$ cat src/include/usr_params.svh
`ifndef USR_PARAMS_SVH
`define USR_PARAMS_SVH

// ----------------------------------------------------------------------
// Register offsets
// ----------------------------------------------------------------------
`define USR_ADDR_DATA   3'h0
`define USR_ADDR_CSA    3'h1
`define USR_ADDR_CSB    3'h2
`define USR_ADDR_CSC    3'h3
`define USR_ADDR_BAUDL  3'h4
`define USR_ADDR_BAUDH  3'h5

// ----------------------------------------------------------------------
// Field positions
// ----------------------------------------------------------------------
`define USR_CSA_RX_DONE  7
`define USR_CSA_TX_DONE  6
`define USR_CSA_TX_EMPTY 5
`define USR_CSA_DBL     1
`define USR_CSB_TCIE    6
`define USR_CSB_EIE     5
`define USR_CSB_RX_ON   4
`define USR_CSB_TX_ON   3
`define USR_CSB_CSZ2    2
`define USR_CSB_RX9     1
`define USR_CSB_TX9     0
`define USR_CSC_SYNC    6
`define USR_CSC_PEN     5
`define USR_CSC_PODD    4
`define USR_CSC_STOP2   3
`define USR_CSC_CSZ_LO  1

// ----------------------------------------------------------------------
// Reset values and timing counts
// ----------------------------------------------------------------------
`define USR_RST_CSZ     3'h3
`define USR_RST_BAUD    12'h000
`define USR_CSZ_NINE    3'h7
`define USR_SMP_NORMAL  4'hf
`define USR_SMP_DOUBLE  4'h7

`endif

$ cat src/include/usr_pkg.sv
package usr_pkg;

  // --------------------------------------------------------------------
  // Types
  // --------------------------------------------------------------------
  typedef enum logic [5:0] {
    TX_IDLE  = 6'h01,
    TX_START = 6'h02,
    TX_DATA  = 6'h04,
    TX_PAR   = 6'h08,
    TX_STOP1 = 6'h10,
    TX_STOP2 = 6'h20
  } usr_tx_st_t;

  typedef enum logic [4:0] {
    RX_IDLE  = 5'h01,
    RX_START = 5'h02,
    RX_DATA  = 5'h04,
    RX_PAR   = 5'h08,
    RX_STOP  = 5'h10
  } usr_rx_st_t;

  typedef struct packed {
    logic [2:0] addr;
    logic [7:0] wdata;
    logic       wr;
    logic       rd;
  } usr_bus_t;

  typedef struct packed {
    logic        txActive;  logic        transmit_enable;     logic        receive_enable;
    logic        eIrqEn;    logic        cIrqEn;   logic        txNinth;
    logic        dbl;       logic        syncMode; logic        parEn;
    logic        parOdd;    logic        stop2;    logic [2:0]  csz;
    logic [11:0] baud;      logic [11:0] baudCnt;  logic        syncPrev;
    logic [3:0]  txSub;     logic [3:0]  rxSub;
    usr_tx_st_t  txState;   logic [8:0]  txShift;  logic [3:0]  txBit;
    logic        txPar;     logic [8:0]  txBuf;    logic        txBufFull;
    logic        txDone;
    usr_rx_st_t  rxState;   logic [8:0]  rxShift;  logic [3:0]  rxBit;
    logic [8:0]  rxBuf;     logic        rxFull;
    logic [7:0]  rdData;    logic        txd;      logic        syncOvr;
    logic        irqEmpty;  logic        irqDone;
  } usr_state_t;

endpackage : usr_pkg

$ cat src/core/usr_core.sv
`timescale 1ns/100ps
`default_nettype none
`include "usr_params.svh"

module usr_core
  import usr_pkg::*;
(
  // Clock and reset
  input  wire logic      clk_sys,
  input  wire logic      rst,
  // Register port
  input  wire usr_bus_t  busReq,
  output logic [7:0]     rdData,
  // Serial pins
  output logic           txd,
  output logic           txdOverride,
  input  wire logic      rxd,
  output logic           rxdOverride,
  input  wire logic      syncClkIn,
  output logic           syncClkOverride,
  // Interrupt requests
  output logic           irqTxEmpty,
  output logic           irqTxDone,
  input  wire logic      txDoneAck
);

  // --------------------------------------------------------------------
  // Character helpers
  // --------------------------------------------------------------------
  function automatic logic [3:0] usr_char_bits(input logic [2:0] csz);
    if (csz == `USR_CSZ_NINE) begin
      return 4'h9;
    end
    return 4'h5 + {2'h0, csz[1:0]};
  endfunction : usr_char_bits

  function automatic logic [8:0] usr_char_mask(input logic [2:0] csz);
    logic [8:0] m;
    m = '0;
    for (int i = 0; i < 9; i++) begin
      if (i < int'(usr_char_bits(csz))) begin
        m[i] = 1'b1;
      end
    end
    return m;
  endfunction : usr_char_mask

  function automatic logic usr_parity(input logic [8:0] d, input logic [2:0] csz,
                                      input logic odd);
    logic       p;
    logic [8:0] m;
    p = odd;
    m = usr_char_mask(csz);
    for (int i = 0; i < 9; i++) begin
      p = p ^ (d[i] & m[i]);
    end
    return p;
  endfunction : usr_parity

  // --------------------------------------------------------------------
  // State
  // --------------------------------------------------------------------
  usr_state_t s;
  usr_state_t next_s;

  logic       smpTick;
  logic [3:0] lastSub;
  logic       syncRise;
  logic       syncFall;
  logic       txTick;
  logic       rxTick;
  logic       rxIn;
  logic       wrData;
  logic       rdDataReg;

  assign smpTick   = (s.baudCnt == 12'h000);
  assign lastSub   = s.dbl ? `USR_SMP_DOUBLE : `USR_SMP_NORMAL;
  assign syncRise  = syncClkIn & ~s.syncPrev;
  assign syncFall  = ~syncClkIn & s.syncPrev;
  assign txTick    = s.syncMode ? syncRise : (smpTick && s.txSub == lastSub);
  assign rxTick    = s.syncMode ? syncFall : (smpTick && s.rxSub == lastSub);
  assign rxIn      = s.receive_enable ? rxd : 1'b1;
  assign wrData    = busReq.wr && busReq.addr == `USR_ADDR_DATA;
  assign rdDataReg = busReq.rd && busReq.addr == `USR_ADDR_DATA;

  // --------------------------------------------------------------------
  // Next state
  // --------------------------------------------------------------------
  always_comb begin
    logic finish;
    next_s   = s;
    finish   = 1'b0;
    next_s.syncPrev = syncClkIn;
    // Baud and oversampling counters
    next_s.baudCnt = smpTick ? s.baud : s.baudCnt - 12'h001;
    if (smpTick) begin
      next_s.txSub = (s.txSub == lastSub) ? 4'h0 : s.txSub + 4'h1;
    end
    // Register writes
    if (busReq.wr) begin
      case (busReq.addr)
        `USR_ADDR_CSA: begin
          if (busReq.wdata[`USR_CSA_TX_DONE]) begin
            next_s.txDone = 1'b0;
          end
          next_s.dbl = busReq.wdata[`USR_CSA_DBL];
        end
        `USR_ADDR_CSB: begin
          next_s.cIrqEn  = busReq.wdata[`USR_CSB_TCIE];
          next_s.eIrqEn  = busReq.wdata[`USR_CSB_EIE];
          next_s.receive_enable    = busReq.wdata[`USR_CSB_RX_ON];
          next_s.transmit_enable    = busReq.wdata[`USR_CSB_TX_ON];
          next_s.csz[2]  = busReq.wdata[`USR_CSB_CSZ2];
          next_s.txNinth = busReq.wdata[`USR_CSB_TX9];
        end
        `USR_ADDR_CSC: begin
          next_s.syncMode = busReq.wdata[`USR_CSC_SYNC];
          next_s.parEn    = busReq.wdata[`USR_CSC_PEN];
          next_s.parOdd   = busReq.wdata[`USR_CSC_PODD];
          next_s.stop2    = busReq.wdata[`USR_CSC_STOP2];
          next_s.csz[1:0] = busReq.wdata[`USR_CSC_CSZ_LO +: 2];
        end
        `USR_ADDR_BAUDL: next_s.baud[7:0] = busReq.wdata;
        `USR_ADDR_BAUDH: next_s.baud[11:8] = busReq.wdata[3:0];
        default: ;
      endcase
    end
    if (txDoneAck) begin
      next_s.txDone = 1'b0;
    end
    // Transmitter
    if (txTick) begin
      case (s.txState)
        TX_IDLE: ;
        TX_START: begin
          next_s.txState = TX_DATA;
          next_s.txBit   = 4'h0;
        end
        TX_DATA: begin
          if (s.txBit == usr_char_bits(s.csz) - 4'h1) begin
            next_s.txState = s.parEn ? TX_PAR : TX_STOP1;
          end else begin
            next_s.txShift = {1'b0, s.txShift[8:1]};
            next_s.txBit   = s.txBit + 4'h1;
          end
        end
        TX_PAR:   next_s.txState = TX_STOP1;
        TX_STOP1: begin
          if (s.stop2) begin
            next_s.txState = TX_STOP2;
          end else begin
            finish = 1'b1;
          end
        end
        TX_STOP2: finish = 1'b1;
        default:  next_s.txState = TX_IDLE;
      endcase
      if (s.txBufFull && s.txActive && (s.txState == TX_IDLE || finish)) begin
        next_s.txShift   = s.txBuf;
        next_s.txPar     = usr_parity(s.txBuf, s.csz, s.parOdd);
        next_s.txBufFull = 1'b0;
        next_s.txState   = TX_START;
      end else if (finish) begin
        next_s.txState = TX_IDLE;
        next_s.txDone  = 1'b1;
      end
    end
    if (wrData) begin
      next_s.txBuf     = {s.txNinth, busReq.wdata} & usr_char_mask(s.csz);
      next_s.txBufFull = 1'b1;
    end
    // Transmit enable takes hold at once, lets go only when drained
    if (next_s.transmit_enable) begin
      next_s.txActive = 1'b1;
    end else if (next_s.txState == TX_IDLE && !next_s.txBufFull) begin
      next_s.txActive = 1'b0;
    end
    case (next_s.txState)
      TX_START: next_s.txd = 1'b0;
      TX_DATA:  next_s.txd = next_s.txShift[0];
      TX_PAR:   next_s.txd = next_s.txPar;
      default:  next_s.txd = 1'b1;
    endcase
    // Receiver
    if (rdDataReg) begin
      next_s.rxFull = 1'b0;
    end
    if (s.rxState != RX_IDLE && smpTick) begin
      next_s.rxSub = (s.rxSub == lastSub) ? 4'h0 : s.rxSub + 4'h1;
    end
    case (s.rxState)
      RX_IDLE: begin
        if (s.syncMode ? (syncFall && !rxIn) : (smpTick && !rxIn)) begin
          next_s.rxState = s.syncMode ? RX_DATA : RX_START;
          next_s.rxSub   = 4'h0;
          next_s.rxBit   = 4'h0;
          next_s.rxShift = '0;
        end
      end
      RX_START: begin
        if (smpTick && s.rxSub == (lastSub >> 1)) begin
          next_s.rxState = rxIn ? RX_IDLE : RX_DATA;
          next_s.rxSub   = 4'h0;
        end
      end
      RX_DATA: begin
        if (rxTick) begin
          next_s.rxShift[s.rxBit] = rxIn;
          if (s.rxBit == usr_char_bits(s.csz) - 4'h1) begin
            next_s.rxState = s.parEn ? RX_PAR : RX_STOP;
          end else begin
            next_s.rxBit = s.rxBit + 4'h1;
          end
        end
      end
      RX_PAR: begin
        if (rxTick) begin
          next_s.rxState = RX_STOP;
        end
      end
      RX_STOP: begin
        if (rxTick) begin
          next_s.rxBuf   = s.rxShift;
          next_s.rxFull  = 1'b1;
          next_s.rxState = RX_IDLE;
        end
      end
      default: next_s.rxState = RX_IDLE;
    endcase
    if (!s.receive_enable) begin
      next_s.rxFull  = 1'b0;
      next_s.rxState = RX_IDLE;
    end
    // Read data, valid only the cycle after the strobe
    next_s.rdData = 8'h00;
    if (busReq.rd) begin
      case (busReq.addr)
        `USR_ADDR_DATA:  next_s.rdData = s.rxBuf[7:0];
        `USR_ADDR_CSA:   next_s.rdData = {s.rxFull, s.txDone, ~s.txBufFull, 3'h0,
                                          s.dbl, 1'b0};
        `USR_ADDR_CSB:   next_s.rdData = {1'b0, s.cIrqEn, s.eIrqEn, s.receive_enable, s.transmit_enable,
                                          s.csz[2], s.rxBuf[8], s.txNinth};
        `USR_ADDR_CSC:   next_s.rdData = {1'b0, s.syncMode, s.parEn, s.parOdd, s.stop2,
                                          s.csz[1:0], 1'b0};
        `USR_ADDR_BAUDL: next_s.rdData = s.baud[7:0];
        `USR_ADDR_BAUDH: next_s.rdData = {4'h0, s.baud[11:8]};
        default:         next_s.rdData = 8'h00;
      endcase
    end
    // Pin overrides and interrupt requests
    next_s.syncOvr  = s.syncMode & (s.txActive | s.receive_enable);
    next_s.irqEmpty = s.eIrqEn & ~s.txBufFull;
    next_s.irqDone  = s.cIrqEn & s.txDone;
  end

  // --------------------------------------------------------------------
  // Registers
  // --------------------------------------------------------------------
  always_ff @(posedge clk_sys or posedge rst) begin
    if (rst) begin
      s         <= '0;
      s.csz     <= `USR_RST_CSZ;
      s.baud    <= `USR_RST_BAUD;
      s.txState <= TX_IDLE;
      s.rxState <= RX_IDLE;
      s.txd     <= 1'b1;
    end else begin
      s <= next_s;
    end
  end

  assign rdData          = s.rdData;
  assign txd             = s.txd;
  assign txdOverride     = s.txActive;
  assign rxdOverride     = s.receive_enable;
  assign syncClkOverride = s.syncOvr;
  assign irqTxEmpty      = s.irqEmpty;
  assign irqTxDone       = s.irqDone;

  // --------------------------------------------------------------------
  // Checks
  // --------------------------------------------------------------------
  a_write_fills_buf: assert property (@(posedge clk_sys) disable iff (rst)
    wrData |=> s.txBufFull ##1 !irqTxEmpty)
    else $error("data write did not fill transmit buffer");

  a_empty_irq_level: assert property (@(posedge clk_sys) disable iff (rst)
    (s.eIrqEn && !s.txBufFull) |=> irqTxEmpty)
    else $error("buffer-empty request missing");

  a_done_irq_rise: assert property (@(posedge clk_sys) disable iff (rst)
    ($rose(s.txDone) && s.cIrqEn && !txDoneAck) |=> irqTxDone)
    else $error("transmit-complete request missing");

  a_start_bit_low: assert property (@(posedge clk_sys) disable iff (rst)
    (s.txState == TX_START) |-> !txd)
    else $error("start bit level wrong");

  a_stop_bit_high: assert property (@(posedge clk_sys) disable iff (rst)
    (s.txState == TX_STOP1 || s.txState == TX_STOP2) |-> txd)
    else $error("stop bit level wrong");

  a_parity_slot: assert property (@(posedge clk_sys) disable iff (rst)
    (s.txState == TX_PAR) |-> (txd == s.txPar) && s.parEn)
    else $error("parity bit level wrong");

  a_idle_line_high: assert property (@(posedge clk_sys) disable iff (rst)
    (s.txActive && s.txState == TX_IDLE) |-> txd)
    else $error("idle transmitter not high");

  a_disable_release: assert property (@(posedge clk_sys) disable iff (rst)
    (!s.transmit_enable && !busReq.wr && s.txState == TX_IDLE && !s.txBufFull) |=> !txdOverride)
    else $error("transmitter kept the pin");

  a_hold_while_busy: assert property (@(posedge clk_sys) disable iff (rst)
    (s.txState != TX_IDLE) |-> txdOverride)
    else $error("pin released during a frame");

  a_read_clears_rxflag: assert property (@(posedge clk_sys) disable iff (rst)
    (rdDataReg && !(s.rxState == RX_STOP && rxTick)) |=> !s.rxFull)
    else $error("data read left receive flag set");

  a_rx_upper_zero: assert property (@(posedge clk_sys) disable iff (rst)
    s.rxFull |-> (s.rxBuf & ~usr_char_mask(s.csz)) == 9'h000)
    else $error("received upper bits not zero");

  a_done_after_stop: assert property (@(posedge clk_sys) disable iff (rst)
    (txTick && s.txState == TX_STOP1 && !s.stop2 && !s.txBufFull && !wrData)
    |=> s.txDone && s.txState == TX_IDLE)
    else $error("transmit-complete not set after frame");

  a_load_on_idle: assert property (@(posedge clk_sys) disable iff (rst)
    (txTick && s.txActive && s.txBufFull && s.txState == TX_IDLE && !wrData)
    |=> s.txState == TX_START && !s.txBufFull)
    else $error("buffered data not moved to shifter");

  a_rx_load_buffer: assert property (@(posedge clk_sys) disable iff (rst)
    (s.receive_enable && s.rxState == RX_STOP && rxTick) |=> s.rxFull && s.rxBuf == $past(s.rxShift))
    else $error("receive buffer not loaded at stop");

  a_rx_off_flush: assert property (@(posedge clk_sys) disable iff (rst)
    !s.receive_enable |=> !s.rxFull)
    else $error("disabled receiver kept data");

endmodule : usr_core

`default_nettype wire

$ cat config.mk
export PLATFORM = sky130hd
export DESIGN_NAME = usr_core
export DESIGN_NICKNAME = d
export VERILOG_FILES = /design/src/include/usr_pkg.sv /design/src/core/usr_core.sv
export VERILOG_INCLUDE_DIRS = /design/src /design/src/include
export SDC_FILE = /design/constraint.sdc
export NUM_CORES = 1
export LEC_CHECK = 0
export ABC_AREA = 0
export BUFFER_PORTS_ARGS = -buffer_cell sky130_fd_sc_hd__buf_2
export CAP_MARGIN = 10
export CORE_ASPECT_RATIO = 1.4
export CORE_MARGIN = 5
export CORE_UTILIZATION = 40
export DETAILED_ROUTE_END_ITERATION = 10
export GPL_TIMING_DRIVEN = 0
export SYNTH_ARGS = -nofsm -noshare
export SYNTH_HDL_FRONTEND = slang
export SYNTH_SLANG_ARGS = --single-unit
$ cat constraint.sdc
create_clock -name clk_sys -period 9.05 [get_ports clk_sys]
set_clock_uncertainty 0.1 [all_clocks]
set_input_delay 0.4525 -clock clk_sys [delete_from_list [all_inputs] [get_ports clk_sys]]
set_output_delay 0.4525 -clock clk_sys [all_outputs]
set_load 0.01 [all_outputs]
# Word-level counts from Yosys, hierarchy flattened
# Cells that the tools add are included.
# totals
wordCells	298
register_bits	118
output_inout_bits	14
in_bits	18
# classes
n_eq_ne	38
n_mux	134
addsub	8
n_bitwise	28
magnitude_cmp	20
reduce_logical	33
# op_table
operator	count
$mux W4	21
$mux W1	77
$pmux W8 S6	1
$mux W5	8
$mux W18	2
$lt A3 B4 Y1 const A	8
$pmux W6 S5	1
$pmux W13 S2	1
$mux W25	1
$pmux W5 S5	1
$mux W6	4
$mux W20	1
$mux W9	2
$ne A3 B3 Y1 const B	6
$add A4 B1 Y4 const B	4
$eq A4 B4 Y1	4
$lt A1 B4 Y1 const A	4
$lt A2 B4 Y1 const A	4
$mux W8	2
$pmux W4 S2	2
$and A1 B1 Y1	14
$mux W13	1
$eq A6 B1 Y1 const B	2
$eq A6 B2 Y1 const B	2
other kinds (44)	88

# Depth between registers and ports, before layout
# logic_depth
word_depth	32
depth_mapped	12
ltp_nobuf	11

# Worst setup path before layout
# No wires, ideal clock.
# synth_path
path_type	register to register
startpoint	register s[80] (netlist name)
endpoint	register s[37] (netlist name)
required_time_ns	8.830
t_arrival_ns	2.738
stages_incl_launch_ff	12
period_less_slack_ns	2.958
slack_ns	6.092
path_buffers	2
setup_time_ns	0.120
cell_sequence	dfrtp_1 inv_1 ha_1 or4b_1 buf_2 or3_4 o31ai_4 a21oi_1 or4b_1 buf_2 mux2i_1 nor2b_1
# synth_between
elab_chain_cells	5
elab_cells_between_ends	12
classes_between	5 x eq/ne; 2 x mux; 5 x reduce/logical
# synth_rtl
item	line	source
start, declared	usr_core.sv:63	usr_state_t s;
start signal, assigned	usr_core.sv:268	s <= next_s;
$logic_not A12 Y1 (*)	usr_core.sv:76	assign smpTick = (s.baudCnt == 12'h000);
$logic_and A1 B1 Y1 (on tied branches)	usr_core.sv:193, usr_core.sv:81	
$mux W1 (on tied branches)	usr_core.sv:193, usr_core.sv:81	
$ne A3 B3 Y1 (no source line)	n/a	
$reduce_and A6 Y1 (no source line) (*)	n/a	
# Every way passes the cells marked *; elsewhere a longest branch is shown, timed or not.
# A chain may end at the register's enable or synchronous reset.

==> impl_metrics.ini <==
[critical_path]
startpoint_type = flip-flop
r2r_end = txd$_DFF_PP1_
path_class = flip-flop to flip-flop
arrival_ns = 4.03
r2r-start = s[104]$_DFFE_PP1P_
timing.critical_path.required_ns = 9.27
reg2reg_slack_ns = 5.24
cp-end-kind = flip-flop
reg2regPathDepth = 10
cp_max_fo = 10

[drt]
wirelength_mm = 15.8
routedWlPerCell_um = 17.6
vias = 5022
firstDrtPassIters = 7
ant_nets = 0
via_per_inst = 5.59
drc = 0
drt-initial-drc-count = 362

[power_and_ir_drop]
peakVddDrop_mv = 0.154
p_per_area_nw_per_um2 = 257
cellLeakagePower_uw = 0.00319

[synth]
yosys_warnings = 0
ys.flop_type = dfrtp_1
synthArstFlopShare = 1.00
avgSynthCellArea_um2 = 9.80
syn_area_um2 = 6270
synth.distinct_cells = 64
synth_cells = 640
yosysSeqAreaShare = 0.472
synth_edf_count = 0
syn_nets = 671
ys_seq_elements = 118

[clocking]
ctsHtreeMaxLevel = 4
clkTransAtPathRegs_ns = 0.05
cts_inserted_buffers = 17
cts.sinks = 118
clockRootBuffer = clkbuf_16
post_cts_buffers = 0
clk_latency_ns = 0.41
cts_buffer_depth = 2
cts_tree = yes

[worst_hold_path]
hold_path.class = primary input to flip-flop
min_from = syncClkIn
whs_path_depth = 1
holdPathEnd = s[79]$_DFF_PP0_

[sta]
setup_violations = 0
whs_ns = 0.0740
tightest_slew_ns = 0.898
fmax_mhz = 263
fin_crit_sh = 0.421
maxSlewHeadroom = 0.397
rsz0062_at_grt = no
fin_crit_ns = 3.81
hold_violations = 0
slew_violations = 0
setup_tns_ns = 0

[finish]
finalNonFillerCells = 899
nFillCells = 1476
area_growth_pct = 16.2
stdcell_area_um2 = 7290
fin_util = 0.471
drive_above_1_share = 0.172
antenna_cells = 0
fin_nets = 722

[global_routing]
grt_antenna_before_repair = 0
overflow = 0
grt_pass1_wl_mm = 26.0
grt_pass1_vias = 5138
grt_usage = 0.182
grt_max_degree = 89

[floorplanning]
rows = 54
die-area_um2 = 18300
core_um2 = 15500
initial_core_util = 0.405
die_w_um = 116
io_pins = 32
die_h_um = 158

[place]
gp_congestion = 0.851
placed_area_um2 = 6700
dp_hpwl_mm = 11.7
placedCellCount = 867
io_buffers = 30

[run_status]
status = complete, no violations

[job]
drv_cap = 0
==> sequential cells by signal, summed over array words and instances, names as in the netlist <==
name and cells:
s 104, rxdOverride 1, syncClkOverride 1, txdOverride 1, irqTxEmpty 1, rdData 8
irqTxDone 1, txd 1
==> through the flow <==
stage               power (uW)  setup WS (ns)
finish                    1870           5.24
global route              1980           4.92
CTS                       1890           5.21
detailed placement        1220           5.22
global placement          1200           4.01
floorplan                 1080           5.38
==> synthesized netlist by cell type, types with 3 or more instances <==
cell / instances / area share
o22ai_1: 13 / 0.013
or4_1: 4 / 0.0048
a31oi_1: 6 / 0.0060
o21ai_1: 3 / 0.0024
nor2b_1: 11 / 0.011
or3_1: 4 / 0.0040
mux2_2: 36 / 0.065
mux2i_1: 13 / 0.021
o21ai_0: 50 / 0.040
a21oi_1: 39 / 0.031
nor3b_1: 3 / 0.0036
nand2_1: 56 / 0.034
a22o_1: 5 / 0.0070
nor4_1: 3 / 0.0030
inv_1: 15 / 0.0090
nand4b_1: 3 / 0.0042
nand3_1: 18 / 0.014
nor3_1: 16 / 0.013
xor2_1: 8 / 0.011
and2_1: 13 / 0.013
buf_2: 4 / 0.0032
clkbuf_1: 23 / 0.014
xnor2_1: 16 / 0.022
dfrtp_1: 113 / 0.45
dfstp_2: 5 / 0.021
ha_1: 13 / 0.026
buf_4: 8 / 0.0096
o31ai_1: 8 / 0.0096
and3_1: 6 / 0.0060
buf_1: 3 / 0.0018
nand2b_1: 8 / 0.0080
nand3b_1: 13 / 0.016
o211ai_1: 5 / 0.0060
o21a_1: 6 / 0.0072
nor2_1: 50 / 0.030
==> worst max-delay path, cell delays in order, from the launching register on <==
cell      delay, ns
dfstp_2        0.40
ha_1           0.19
clkbuf_1       0.20
a21boi_0       0.67
nor2b_1        0.28
ha_1           0.36
xor2_1         0.23
o311ai_0       0.69
nand2b_1       0.16
a221oi_1       0.32
o211ai_1       0.12
==> worst max-delay path by stage <==
stage | start | end | slack [ns] | depth (start not counted)
2_1_floorplan | rst | irqTxDone$_DFF_PP0_ | 5.38 | 1
3_3_place_gp | rst | s[60]$_DFFE_PP0P_ | 4.01 | 2
3_5_place_dp | s[104]$_DFFE_PP1P_ | txd$_DFF_PP1_ | 5.22 | 10
4_1_cts | s[104]$_DFFE_PP1P_ | txd$_DFF_PP1_ | 5.21 | 10
5_1_grt | s[104]$_DFFE_PP1P_ | s[62]$_DFFE_PP0P_ | 4.92 | 10
6_report | s[104]$_DFFE_PP1P_ | txd$_DFF_PP1_ | 5.24 | 10
==> cells in the final DEF (no fill, tap or decap), drive strengths merged, types with 15 or more instances in the layout <==
master and count:
xnor2 16, mux2 36, nor2 50, buf 46, dfrtp 113, a21oi 39, clkbuf 45, inv 15
o21ai 53, nor3 17, nand3 18, nand2 56
==> power by group <==
part	total [uW]	switching, uW	internal [uW]
registers	734	96.0	638
clock network	656	233	423
logic	484	276	208
total	1870	605	1270
==> final cells by class <==
cell class | count | area, um2 | share of cell area
Clock buffer | 22 | 474 | 0.0651
Multi-Input combinational cell | 469 | 3080 | 0.423
Timing Repair Buffer | 32 | 188 | 0.0258
Inverter | 15 | 61.3 | 0.00841
Buffer | 38 | 178 | 0.0244
Sequential cell | 118 | 2960 | 0.406
Tap cell | 196 | 245 | 0.0337
Clock inverter | 9 | 101 | 0.0139
==> kinds of logic after synthesis <==
group | count (synthesis) | synth area share
AO/OA/AOI/OAI | 163 | 0.163
AND/OR/NAND/NOR | 219 | 0.180
adder cells (fa/ha/maj) | 13 | 0.0259
multiplexers | 50 | 0.0890
XOR/XNOR | 24 | 0.0335
flip-flops | 118 | 0.472
buffers and inverters | 53 | 0.0373
==> what timing repair did <==
item,CTS,global route
hold endpoints to repair,27,0
gates resized for setup,0,0
setup endpoints to repair,0,0
hold buffers,1,0
==> per-layer routing <==
metal | GRT usage | vias to the layer above | wire [um]
met3 | 0.0409 | 22 | 571
met5 | 0 | - | 0
met1 | 0.220 | 2485 | 6670
met4 | 0.0652 | 0 | 295
li1 | - | 2414 | -
met2 | 0.316 | 101 | 8250
Note: power is estimated with default switching activity, not from simulation.
